**src/core/agio_map.vh**
```
// agio_map.vh: register offsets, field positions and reset values
// assumes: included by the axis general i/o files, definitions only
`ifndef AGIO_MAP_VH
`define AGIO_MAP_VH

// ==========================================================
// register byte offsets, decoded on haddr[7:0]
`define AGIO_OFS_GOUT      8'h00
`define AGIO_OFS_MODE      8'h04
`define AGIO_OFS_XIN       8'h08
`define AGIO_OFS_YIN       8'h0c

// ==========================================================
// field positions
`define AGIO_IN_LSB        8
`define AGIO_IN_MSB        13
`define AGIO_MODE_STAT     0
`define AGIO_MODE_DEVCLR   2
`define AGIO_MODE_REAL     4
`define AGIO_MODE_W        6

// ==========================================================
// reset values
`define AGIO_GOUT_RST      16'h0000
`define AGIO_MODE_RST      6'h00
`define AGIO_PIN_RST       8'h00

// ==========================================================
// data-phase timing, in clock cycles
`define AGIO_WAIT_CYC      0

`endif

```
**src/core/agio_axis.v**
```verilog
// agio_axis.v: output pin selector for one axis
// assumes: status inputs come from the motion engine on the same clock
`timescale 1ns/1ns
`include "agio_map.vh"

module agio_axis (
  input  wire               hclk,          // system clock
  input  wire               hresetn,       // async reset, active low
  input  wire               status_mode,   // drive status output mode
  input  wire               devclr_en,     // deviation clear on output 0
  input  wire               use_real,      // compare real, not logical
  input  wire [7:0]         out_bits,      // host output register bits
  input  wire signed [31:0] logical_pos,   // logical position count
  input  wire signed [31:0] real_pos,      // real position count
  input  wire signed [31:0] comp_plus,     // positive compare value
  input  wire signed [31:0] comp_minus,    // negative compare value
  input  wire               drv_busy,      // drive pulses going out
  input  wire               drv_accel,     // accelerating
  input  wire               drv_const,     // constant speed
  input  wire               drv_decel,     // decelerating
  input  wire               accel_rising,  // s-curve magnitude rising
  input  wire               accel_falling, // s-curve magnitude falling
  input  wire               devclr_pulse,  // deviation clear pulse
  output wire [7:0]         pin_out        // registered pin levels
);

  reg  [7:0]         pins_ff;
  reg  [7:0]         nxt_pins;
  wire signed [31:0] sel_pos;
  wire               below_negative_compare_out;
  wire               above_positive_compare_out;

  // position source for the two comparators
  assign sel_pos = use_real ? real_pos : logical_pos;
  assign below_negative_compare_out = (sel_pos < comp_minus);
  assign above_positive_compare_out = (sel_pos > comp_plus);

  // ==========================================================
  // pin selection
  always @* begin
    nxt_pins = out_bits;
    if (status_mode) begin
      nxt_pins[7] = drv_decel;
      nxt_pins[6] = drv_const;
      nxt_pins[5] = drv_accel;
      nxt_pins[4] = drv_busy;
      nxt_pins[3] = below_negative_compare_out;
      nxt_pins[2] = above_positive_compare_out;
      nxt_pins[1] = accel_falling;
      nxt_pins[0] = accel_rising;
    end
    if (devclr_en) begin
      nxt_pins[0] = devclr_pulse;
    end
  end

  // pins held in flops
  always @(posedge hclk or negedge hresetn) begin
    if (!hresetn) begin
      pins_ff <= `AGIO_PIN_RST;
    end else begin
      pins_ff <= nxt_pins;
    end
  end

  assign pin_out = pins_ff;

endmodule

```
**src/core/agio_top.v**
```verilog
// agio_top.v: two-axis general i/o block with an ahb-lite register slave
// assumes: one ahb-lite master, single word transfers, inputs synchronous
// to hclk; motion engine supplies positions, compare values and status
//
// Added by the designer: the AHB-Lite register port and the placing of the registers.
`timescale 1ns/1ns
`include "agio_map.vh"

module agio_top (
  input  wire        hclk,            // system clock, 250 mhz
  input  wire        hresetn,         // async reset, active low
  input  wire        hsel,            // slave select
  input  wire [31:0] haddr,           // byte address
  input  wire [1:0]  htrans,          // transfer type
  input  wire        hwrite,          // write when high
  input  wire [2:0]  hsize,           // transfer size
  input  wire [31:0] hwdata,          // write data
  input  wire        hready,          // bus ready in
  output wire [31:0] hrdata,          // read data
  output wire        hreadyout,       // slave ready
  output wire        hresp,           // response, always okay
  input  wire [5:0]  x_gen_in,        // x general inputs 5..0
  input  wire [5:0]  y_gen_in,        // y general inputs 5..0
  input  wire [63:0] logical_pos,     // logical counts, y in upper word
  input  wire [63:0] real_pos,        // real counts, y in upper word
  input  wire [63:0] comp_plus,       // positive compare values
  input  wire [63:0] comp_minus,      // negative compare values
  input  wire [1:0]  drv_busy,        // drive active per axis
  input  wire [1:0]  drv_accel,       // accelerating per axis
  input  wire [1:0]  drv_const,       // constant speed per axis
  input  wire [1:0]  drv_decel,       // decelerating per axis
  input  wire [1:0]  accel_rising,    // s-curve magnitude rising
  input  wire [1:0]  accel_falling,   // s-curve magnitude falling
  input  wire [1:0]  devclr_pulse,    // deviation clear pulse per axis
  output wire [7:0]  x_gen_out,       // x general outputs 7..0
  output wire [7:0]  y_gen_out        // y general outputs 7..0
);

  // ==========================================================
  // register state
  reg  [15:0]                general_output_reg_ff;
  reg  [`AGIO_MODE_W-1:0]    mode_ff;
  reg  [5:0]                 x_in_ff;
  reg  [5:0]                 y_in_ff;
  reg                        wr_pend_ff;
  reg  [7:0]                 wr_addr_ff;
  reg  [31:0]                rdata_ff;
  reg                        readyout_ff;
  reg                        resp_ff;

  reg  [15:0]                nxt_gout;
  reg  [`AGIO_MODE_W-1:0]    nxt_mode;
  reg  [31:0]                nxt_rdata;

  wire                       addr_phase;
  wire [31:0]                x_input_status_reg;
  wire [31:0]                y_input_status_reg;
  wire [15:0]                gout_view;
  wire [`AGIO_MODE_W-1:0]    mode_view;
  wire [15:0]                pins_all;

  // a valid transfer is taken when hready is high
  // hsize is not decoded: every access is taken as a whole word
  assign addr_phase = hsel & htrans[1] & hready;

  // ==========================================================
  // input status views
  // x inputs in bits 13..8
  assign x_input_status_reg = {18'h00000, x_in_ff, 8'h00};
  assign y_input_status_reg = {18'h00000, y_in_ff, 8'h00};

  // input levels captured every clock
  always @(posedge hclk or negedge hresetn) begin
    if (!hresetn) begin
      x_in_ff <= 6'h00;
      y_in_ff <= 6'h00;
    end else begin
      x_in_ff <= x_gen_in;
      y_in_ff <= y_gen_in;
    end
  end

  // ==========================================================
  // bus address phase capture
  always @(posedge hclk or negedge hresetn) begin
    if (!hresetn) begin
      wr_pend_ff  <= 1'b0;
      wr_addr_ff  <= 8'h00;
      readyout_ff <= 1'b1;
      resp_ff     <= 1'b0;
    end else begin
      wr_pend_ff  <= addr_phase & hwrite;
      wr_addr_ff  <= haddr[7:0];
      readyout_ff <= 1'b1;
      resp_ff     <= 1'b0;
    end
  end

  // ==========================================================
  // write data phase
  always @* begin
    nxt_gout = general_output_reg_ff;
    nxt_mode = mode_ff;
    if (wr_pend_ff) begin
      case (wr_addr_ff)
        `AGIO_OFS_GOUT: begin
          // y in 15..8, x in 7..0
          nxt_gout = hwdata[15:0];
        end
        `AGIO_OFS_MODE: begin
          nxt_mode = hwdata[`AGIO_MODE_W-1:0];
        end
        default: begin
          nxt_gout = general_output_reg_ff;
        end
      endcase
    end
  end

  // control registers
  // output register clears at reset
  always @(posedge hclk or negedge hresetn) begin
    if (!hresetn) begin
      general_output_reg_ff <= `AGIO_GOUT_RST;
      mode_ff               <= `AGIO_MODE_RST;
    end else begin
      general_output_reg_ff <= nxt_gout;
      mode_ff               <= nxt_mode;
    end
  end

  // ==========================================================
  // read path: data latched at the address phase, so a write in its
  // data phase on the same edge is forwarded to avoid stale reads
  // (a read straight after a write would otherwise show the old value)
  assign gout_view = nxt_gout;
  assign mode_view = nxt_mode;

  always @* begin
    nxt_rdata = rdata_ff;
    if (addr_phase & ~hwrite) begin
      case (haddr[7:0])
        `AGIO_OFS_GOUT: begin
          nxt_rdata = {16'h0000, gout_view};
        end
        `AGIO_OFS_MODE: begin
          nxt_rdata = {26'h0000000, mode_view};
        end
        `AGIO_OFS_XIN: begin
          nxt_rdata = x_input_status_reg;
        end
        `AGIO_OFS_YIN: begin
          nxt_rdata = y_input_status_reg;
        end
        default: begin
          // unmapped offsets read as zero
          nxt_rdata = 32'h00000000;
        end
      endcase
    end
  end

  // read data register
  always @(posedge hclk or negedge hresetn) begin
    if (!hresetn) begin
      rdata_ff <= 32'h00000000;
    end else begin
      rdata_ff <= nxt_rdata;
    end
  end

  assign hrdata    = rdata_ff;
  assign hreadyout = readyout_ff;
  assign hresp     = resp_ff;

  // ==========================================================
  // per-axis output selectors
  genvar ax;
  generate
    for (ax = 0; ax < 2; ax = ax + 1) begin : g_axis
      // x low byte, y high byte
      agio_axis u_axis (
        .hclk          (hclk),
        .hresetn       (hresetn),
        .status_mode   (mode_ff[`AGIO_MODE_STAT + ax]),
        .devclr_en     (mode_ff[`AGIO_MODE_DEVCLR + ax]),
        .use_real      (mode_ff[`AGIO_MODE_REAL + ax]),
        .out_bits      (general_output_reg_ff[ax*8 +: 8]),
        .logical_pos   (logical_pos[ax*32 +: 32]),
        .real_pos      (real_pos[ax*32 +: 32]),
        .comp_plus     (comp_plus[ax*32 +: 32]),
        .comp_minus    (comp_minus[ax*32 +: 32]),
        .drv_busy      (drv_busy[ax]),
        .drv_accel     (drv_accel[ax]),
        .drv_const     (drv_const[ax]),
        .drv_decel     (drv_decel[ax]),
        .accel_rising  (accel_rising[ax]),
        .accel_falling (accel_falling[ax]),
        .devclr_pulse  (devclr_pulse[ax]),
        .pin_out       (pins_all[ax*8 +: 8])
      );
    end
  endgenerate

  assign x_gen_out = pins_all[7:0];
  assign y_gen_out = pins_all[15:8];

endmodule

```
**config.mk**
```make
export PLATFORM = sky130hd
export DESIGN_NAME = agio_top
export DESIGN_NICKNAME = d
export VERILOG_FILES = /design/src/core/agio_axis.v /design/src/core/agio_top.v
export VERILOG_INCLUDE_DIRS = /design/src /design/src/core
export SDC_FILE = /design/constraint.sdc
export NUM_CORES = 1
export LEC_CHECK = 0
export BUFFER_PORTS_ARGS = -buffer_cell sky130_fd_sc_hd__buf_2
export CORE_AREA = 8 8 153 155
export CTS_CLUSTER_SIZE = 24
export DETAILED_ROUTE_END_ITERATION = 8
export DIE_AREA = 0 0 161 163
export GPL_TIMING_DRIVEN = 0
export HOLD_SLACK_MARGIN = 0.03
export PLACE_DENSITY_LB_ADDON = 0.05
export SYNTH_ARGS = -nofsm -noshare
export SYNTH_HDL_FRONTEND = slang
export SYNTH_HIERARCHICAL = 1
export SYNTH_SLANG_ARGS = --single-unit
```
**constraint.sdc**
```tcl
create_clock -name hclk -period 4.1 [get_ports hclk]
set_clock_uncertainty 0.2 [all_clocks]
set_input_delay 0.82 -clock hclk [delete_from_list [all_inputs] [get_ports hclk]]
set_output_delay 0.82 -clock hclk [all_outputs]
set_load 0.01 [all_outputs]
```
Yosys cells after proc, flatten, opt, wreduce, memory -nomap -nowiden:

Cells that the tools add are included.

* register bits: 91
* latch bits: 0
* bits in writable memories: 0
* ROM bits: 0
* input port bits: 356
* memories: 0

* add/subtract/negate cells: 0
* $mul: 0
* div/mod/pow operators: 0
* order comparisons: 4
* equality and inequality tests: 4
* shift-type cells: 0
* multiplexer cells: 11
* bitwise operators: 5
* reductions and logical operators: 2

Operator list (count)
* greater-than comparator 32 bit: 2
* < comparator 32 bit: 2
* two-way mux 32 bit: 2
* case mux 16 bit (4 select lines): 1
* two-way mux 16 bit: 2
* == test 8 x 3 -> 1 bit (second input constant): 2
* == test 8 x 4 -> 1 bit (second input constant): 2
* zero test 8 bit: 2
* two-way mux 8 bit: 2
* two-way mux 6 bit: 2
* AND 1 bit: 4
* two-way mux 1 bit: 2
* NOT 1 bit: 1

Logic depth before layout (Yosys ltp):

* depth after elaboration: 4
* depth in mapped cells: 10
* mapped depth without buffers: 8

Modules after synthesis:

The synthesis kept the hierarchy.

Modules (own cells, without submodules)
* agio_top: instances 1, cells an instance 187, area an instance 2468.6 um2, sequential area each 1476.4 um2
* agio_axis (g_axis[0].u_axis): instances 1, cells an instance 280, area an instance 2292.2 um2, sequential area each 200.2 um2
* agio_axis (g_axis[1].u_axis): instances 1, cells an instance 282, area an instance 2284.7 um2, sequential area each 200.2 um2

Worst setup path after synthesis:

Ideal clock, no wire load.

* kind: register to register
* from: register mode_ff[5]
* to: register g_axis[1].u_axis.pins_ff[3]
* library setup time: 137 ps
* data arrival time: 2928 ps
* setup slack: 835 ps
* cell stages (with the launch flop): 11
* path buffers: 2
* path through: dfrtp_1 -> buf_2 -> clkbuf_1 -> mux2_2 -> ha_1 -> nand3_1 -> or3_1 -> or3_1 -> or4_1 -> o2111ai_1 -> o311ai_1

* cells in the longest elaborated chain, start to end: 3

RTL lines
* from (decl): line agio_top.v:42 `` reg [`AGIO_MODE_W-1:0] mode_ff; ``
* from (signal assigned): line agio_top.v:125 `` mode_ff <= `AGIO_MODE_RST; ``
* from (signal assigned): line agio_top.v:128 `mode_ff <= nxt_mode;`
* two-way mux 32 bit: line agio_axis.v:34 `assign sel_pos = use_real ? real_pos : logical_pos;`
* < comparator 32 bit: line agio_axis.v:35 `assign below_negative_compare_out = (sel_pos < comp_minus);`
* two-way mux 8 bit: line agio_axis.v:42 `if (status_mode) begin`
* net g_axis[1].u_axis.nxt_pins[3]: line agio_axis.v:28 `reg [7:0] nxt_pins;`
* to (signal assigned): line agio_axis.v:60 `` pins_ff <= `AGIO_PIN_RST; ``
* to (signal assigned): line agio_axis.v:62 `pins_ff <= nxt_pins;`
* to (decl): line agio_axis.v:27 `reg [7:0] pins_ff;`

The timed path passes the listed nets, and every way through them passes these cells.
A chain may end at the register's enable or synchronous reset.

Worst setup path after layout:

Ends and elaborated chain as after synthesis.

==> metrics.md <==
| Metric | Value |
|---|---|
| Crit path required time | `about 4100 ps` |
| Crit path DAT | `roughly 3800 ps` |
| Initial antenna violation count | `2` |
| Status | `complete, no violations` |
| Ys flop type | `dfrtp_1` |
| Reg2Reg Depth | `10` |
| Core Area | `between 20000 and 25000 µm²` |
| Max-slew violations | `0` |
| Sequential area share after synthesis | `between 20% and 30%` |
| Worst Setup SP | `mode_ff[5]$_DFF_PN0_` |
| Synthesized cell area | `7050 µm²` |
| Worst VDD drop | `245 µV` |
| CTS Buffer Depth | `2` |
| CP endpoint kind | `flip-flop` |
| Latest clock arrival within the worst-skew pair | `approximately 340 ps` |
| DP HPWL | `21.1 mm` |
| Clock Sinks | `75` |
| Root buffer cell | `clkbuf_16` |
| Placed cells | `between 1000 and 1500` |
| Post-synth EDFFs | `0` |
| Routed Antenna Nets | `0` |
| Cell Count, Final, Fillers Out | `~1400` |
| Top cells by area, synth | `dfrtp_1 (27%), ha_1 (22%), mux2_2 (12%)` |
| Wire length of the first global-routing pass | `between 30 and 40 mm` |
| Worst-Margin Slew | `slightly above 1000 ps` |
| Worst setup endpoint | `g_axis[1].u_axis/pin_out[3]$_DFF_PN0_` |
| Port Buffer Count | `343` |
| Area grow syn2layout | `35.0%` |
| Ys async rst share | `100%` |
| Crit Path Category | `flip-flop to flip-flop` |
| Fin. Hold Viols | `0` |
| Area leader, netlist | `dfrtp_1` |
| Die Ht | `about 160 µm` |
| Worst r2r src | `mode_ff[5]$_DFF_PN0_` |
| Max Clk Rate | `~260 MHz` |
| Pin count of the biggest net entering global routing | `just under 70` |
| Leakage power | `5.35 nW` |
| #FFs+latches synth | `75` |
| Die Span X | `about 160 µm` |
| Hold WC Path Type | `input pin to async pin` |
| Slew margin rel. | `between 30% and 40%` |
| Final setup TNS | `0 ps` |
| Slowest stage delay, CP | `520 ps` |
| Worst Path Max Fanout | `10` |
| Maxcap violations | `0` |
| Final Critical Period | `between 3000 and 4000 ps` |
| Final WL | `23.9 mm` |
| CTS tree | `yes` |
| Commonest cells post-synth | `inv_1 (144), ha_1 (126), mux2_2 (78), dfrtp_1 (75), a21oi_1 (35)` |
| Critical Path Source Type | `flip-flop` |
| Final setup violation count | `0` |
| Num CTS Buffers | `9` |
| Slowest library cell on the worst path | `clkbuf_1` |
| Number of remaining DRC errors | `0` |
| DRT iter0 DRCs | `between 200 and 250` |
| Most numerous cell in the Yosys netlist | `inv_1` |
| Power density over the cells | `approximately 220 nW/µm²` |
| Post-synth cell types | `between 60 and 70` |
| DR vias/cell | `roughly 4.7` |
| Drt pass-1 iters | `4` |
| Vias in the first global route | `between 6000 and 7000` |
| Avg Cell Area, Syn | `around 9.4 µm²` |
| Grt ovf | `0` |
| Most used cell, CP | `or3_1` |
| Rows | `53` |
| Post-DR wirelength/cell | `about 17 µm` |
| Synth warnings | `6` |
| Layout cells sized above 1 | `between 40 and 50%` |
| Top-area cell type share of the netlist area | `a little over a quarter` |
| RD Place Congestion | `0.805` |
| Reg-to-reg endpoint | `g_axis[1].u_axis/pin_out[3]$_DFF_PN0_` |
| Unrepaired setup endpoints after global routing | `no` |
| H-Tree Depth | `3` |
| Clock transition at path regs | `60 ps` |
| Period utilization | `approximately 93%` |
| Postcts setup bufs | `0` |
| # hold bufs at CTS | `0` |
| Final Net Count | `around 1600` |
| # IOs | `approximately 400` |
| Initial core utilization | `33.8%` |
| DR vias | `about 6600` |
| CP cell instances | `buf_2 -> clkbuf_1 -> mux2_2 -> ha_1 -> nand3_1 -> or3_1 -> or3_1 -> or4_1 -> o2111ai_1 -> o311ai_1` |
| R2r setup slk | `between 200 and 300 ps` |
| Gr usage total | `between 10% and 20%` |
| Syn Inst Count | `approximately 750` |
| Full die area | `26200 µm²` |
-- what timing repair did --
item | 4_1_cts | 5_1_grt
gates resized for setup | 0 | 1
endpoints found under the hold margin | 0 | 0
endpoints found under the setup margin | 0 | 1
-- sequential cells by signal, summed over array words and instances, names as in the netlist --
name,cells
wr_pend_ff,1
wr_addr_ff,8
general_output_reg_ff,16
g_axis.u_axis/pin_out,16
y_in_ff,6
mode_ff,6
hrdata,16
x_in_ff,6
-- report_power, final --
group | total [W] | switching [W] | internal [W] | leakage [nW]
Clock | 0.000802 | 0.000312 | 0.000490 | 0.138
Combinational | 0.000540 | 0.000261 | 0.000278 | 4.21
Sequential | 0.000761 | 0.00000650 | 0.000754 | 1.00
Total | 0.00210 | 0.000580 | 0.00152 | 5.35
-- metrics by stage --
step | area (µm²) | power (W) | hold slack (ps) | setup slack (ps) | utilization (%)
after floorplan | 7110 | 0.00107 | 259 | 835 | -
after global placement | 9170 | 0.00131 | 272 | 96.5 | 44.0
after detailed placement | 9200 | 0.00131 | 280 | 129 | 44.2
after CTS | 9500 | 0.00213 | 89.1 | 85.8 | 45.6
after global routing | 9510 | 0.00223 | 94.1 | 55.1 | 45.7
final | 9510 | 0.00210 | 101 | 276 | 45.7
-- area by class of cell --
cell class,instances,area [µm²]
diodes,1,2.50
plain buffers,35,228
clock buffers,11,243
clock inverters,5,61.3
fillers,2117,11300
inverters,144,541
multi-input cells,511,4470
flip-flops and latches,75,1880
well taps,275,344
repair buffers,344,1750
-- placed cells by master (no fill, tap or decap), types with 3 or more instances in the layout --
cell	count
buf_2	346
inv_1	144
ha_1	126
mux2_2	78
dfrtp_1	75
a21oi_1	35
nand2_1	30
nand4_1	23
buf_4	19
o211ai_1	18
conb_1	18
mux2i_1	16
o21ai_0	16
nor2_1	16
nand3_1	14
clkbuf_1	12
clkbuf_16	9
and4_1	8
or2_2	8
a211oi_1	8
nor3_1	8
a21o_1	7
o31a_2	6
o21ai_1	5
or3_1	5
mux2_4	4
or4_1	4
a32o_1	4
a31o_1	4
clkinvlp_4	3
nor2b_1	3
a31oi_1	3
-- worst min path at each step --
stage / startpoint / endpoint / slack (ps)
floorplan: mode_ff[2]$_DFF_PN0_ / g_axis[0].u_axis/pin_out[0]$_DFF_PN0_ / 260
global placement: hrdata[7]$_DFFE_PN0P_ / hrdata[7]$_DFFE_PN0P_ / 270
detailed placement: hrdata[7]$_DFFE_PN0P_ / hrdata[7]$_DFFE_PN0P_ / 280
CTS: hresetn / g_axis[1].u_axis/pin_out[7]$_DFF_PN0_ / 90
global route: hresetn / g_axis[1].u_axis/pin_out[5]$_DFF_PN0_ / 90
finish: hresetn / g_axis[1].u_axis/pin_out[7]$_DFF_PN0_ / 100
-- metal layers --
| layer | vias up | share of wire, % | GRT usage, % | wire length (µm) |
|---|---|---|---|---|
| li1 | 3394 | - | - | - |
| met1 | 2955 | 43 | 21.6 | 10400 |
| met2 | 212 | 49 | 31.1 | 11800 |
| met3 | 15 | 6.4 | 4.47 | 1530 |
| met4 | 4 | 0.66 | 3.16 | 159 |
| met5 | - | 0.11 | 0 | 26 |
-- logic make-up after synthesis --
| logic type | after synthesis | share of synthesized area [%] |
|---|---|---|
| other | 2 | 0.107 |
| AOI/OAI and AO/OA | 136 | 13.6 |
| adders and majority gates | 126 | 22.4 |
| buffers and inverters | 179 | 10.9 |
| muxes | 98 | 15.6 |
| and+or+nand+nor | 133 | 10.7 |
| DFF | 75 | 26.6 |
-- worst max-delay path: cells and delay by family, from the launching register on --
family                   cells  cell delay (ps)
AO/OA/AOI/OAI                2              280
buffers and inverters        2              720
multiplexers                 1              430
flip-flops                   1              330
adder cells (fa/ha/maj)      1              340
AND/OR/NAND/NOR              4             1360
(Power assumes the default switching activity.)
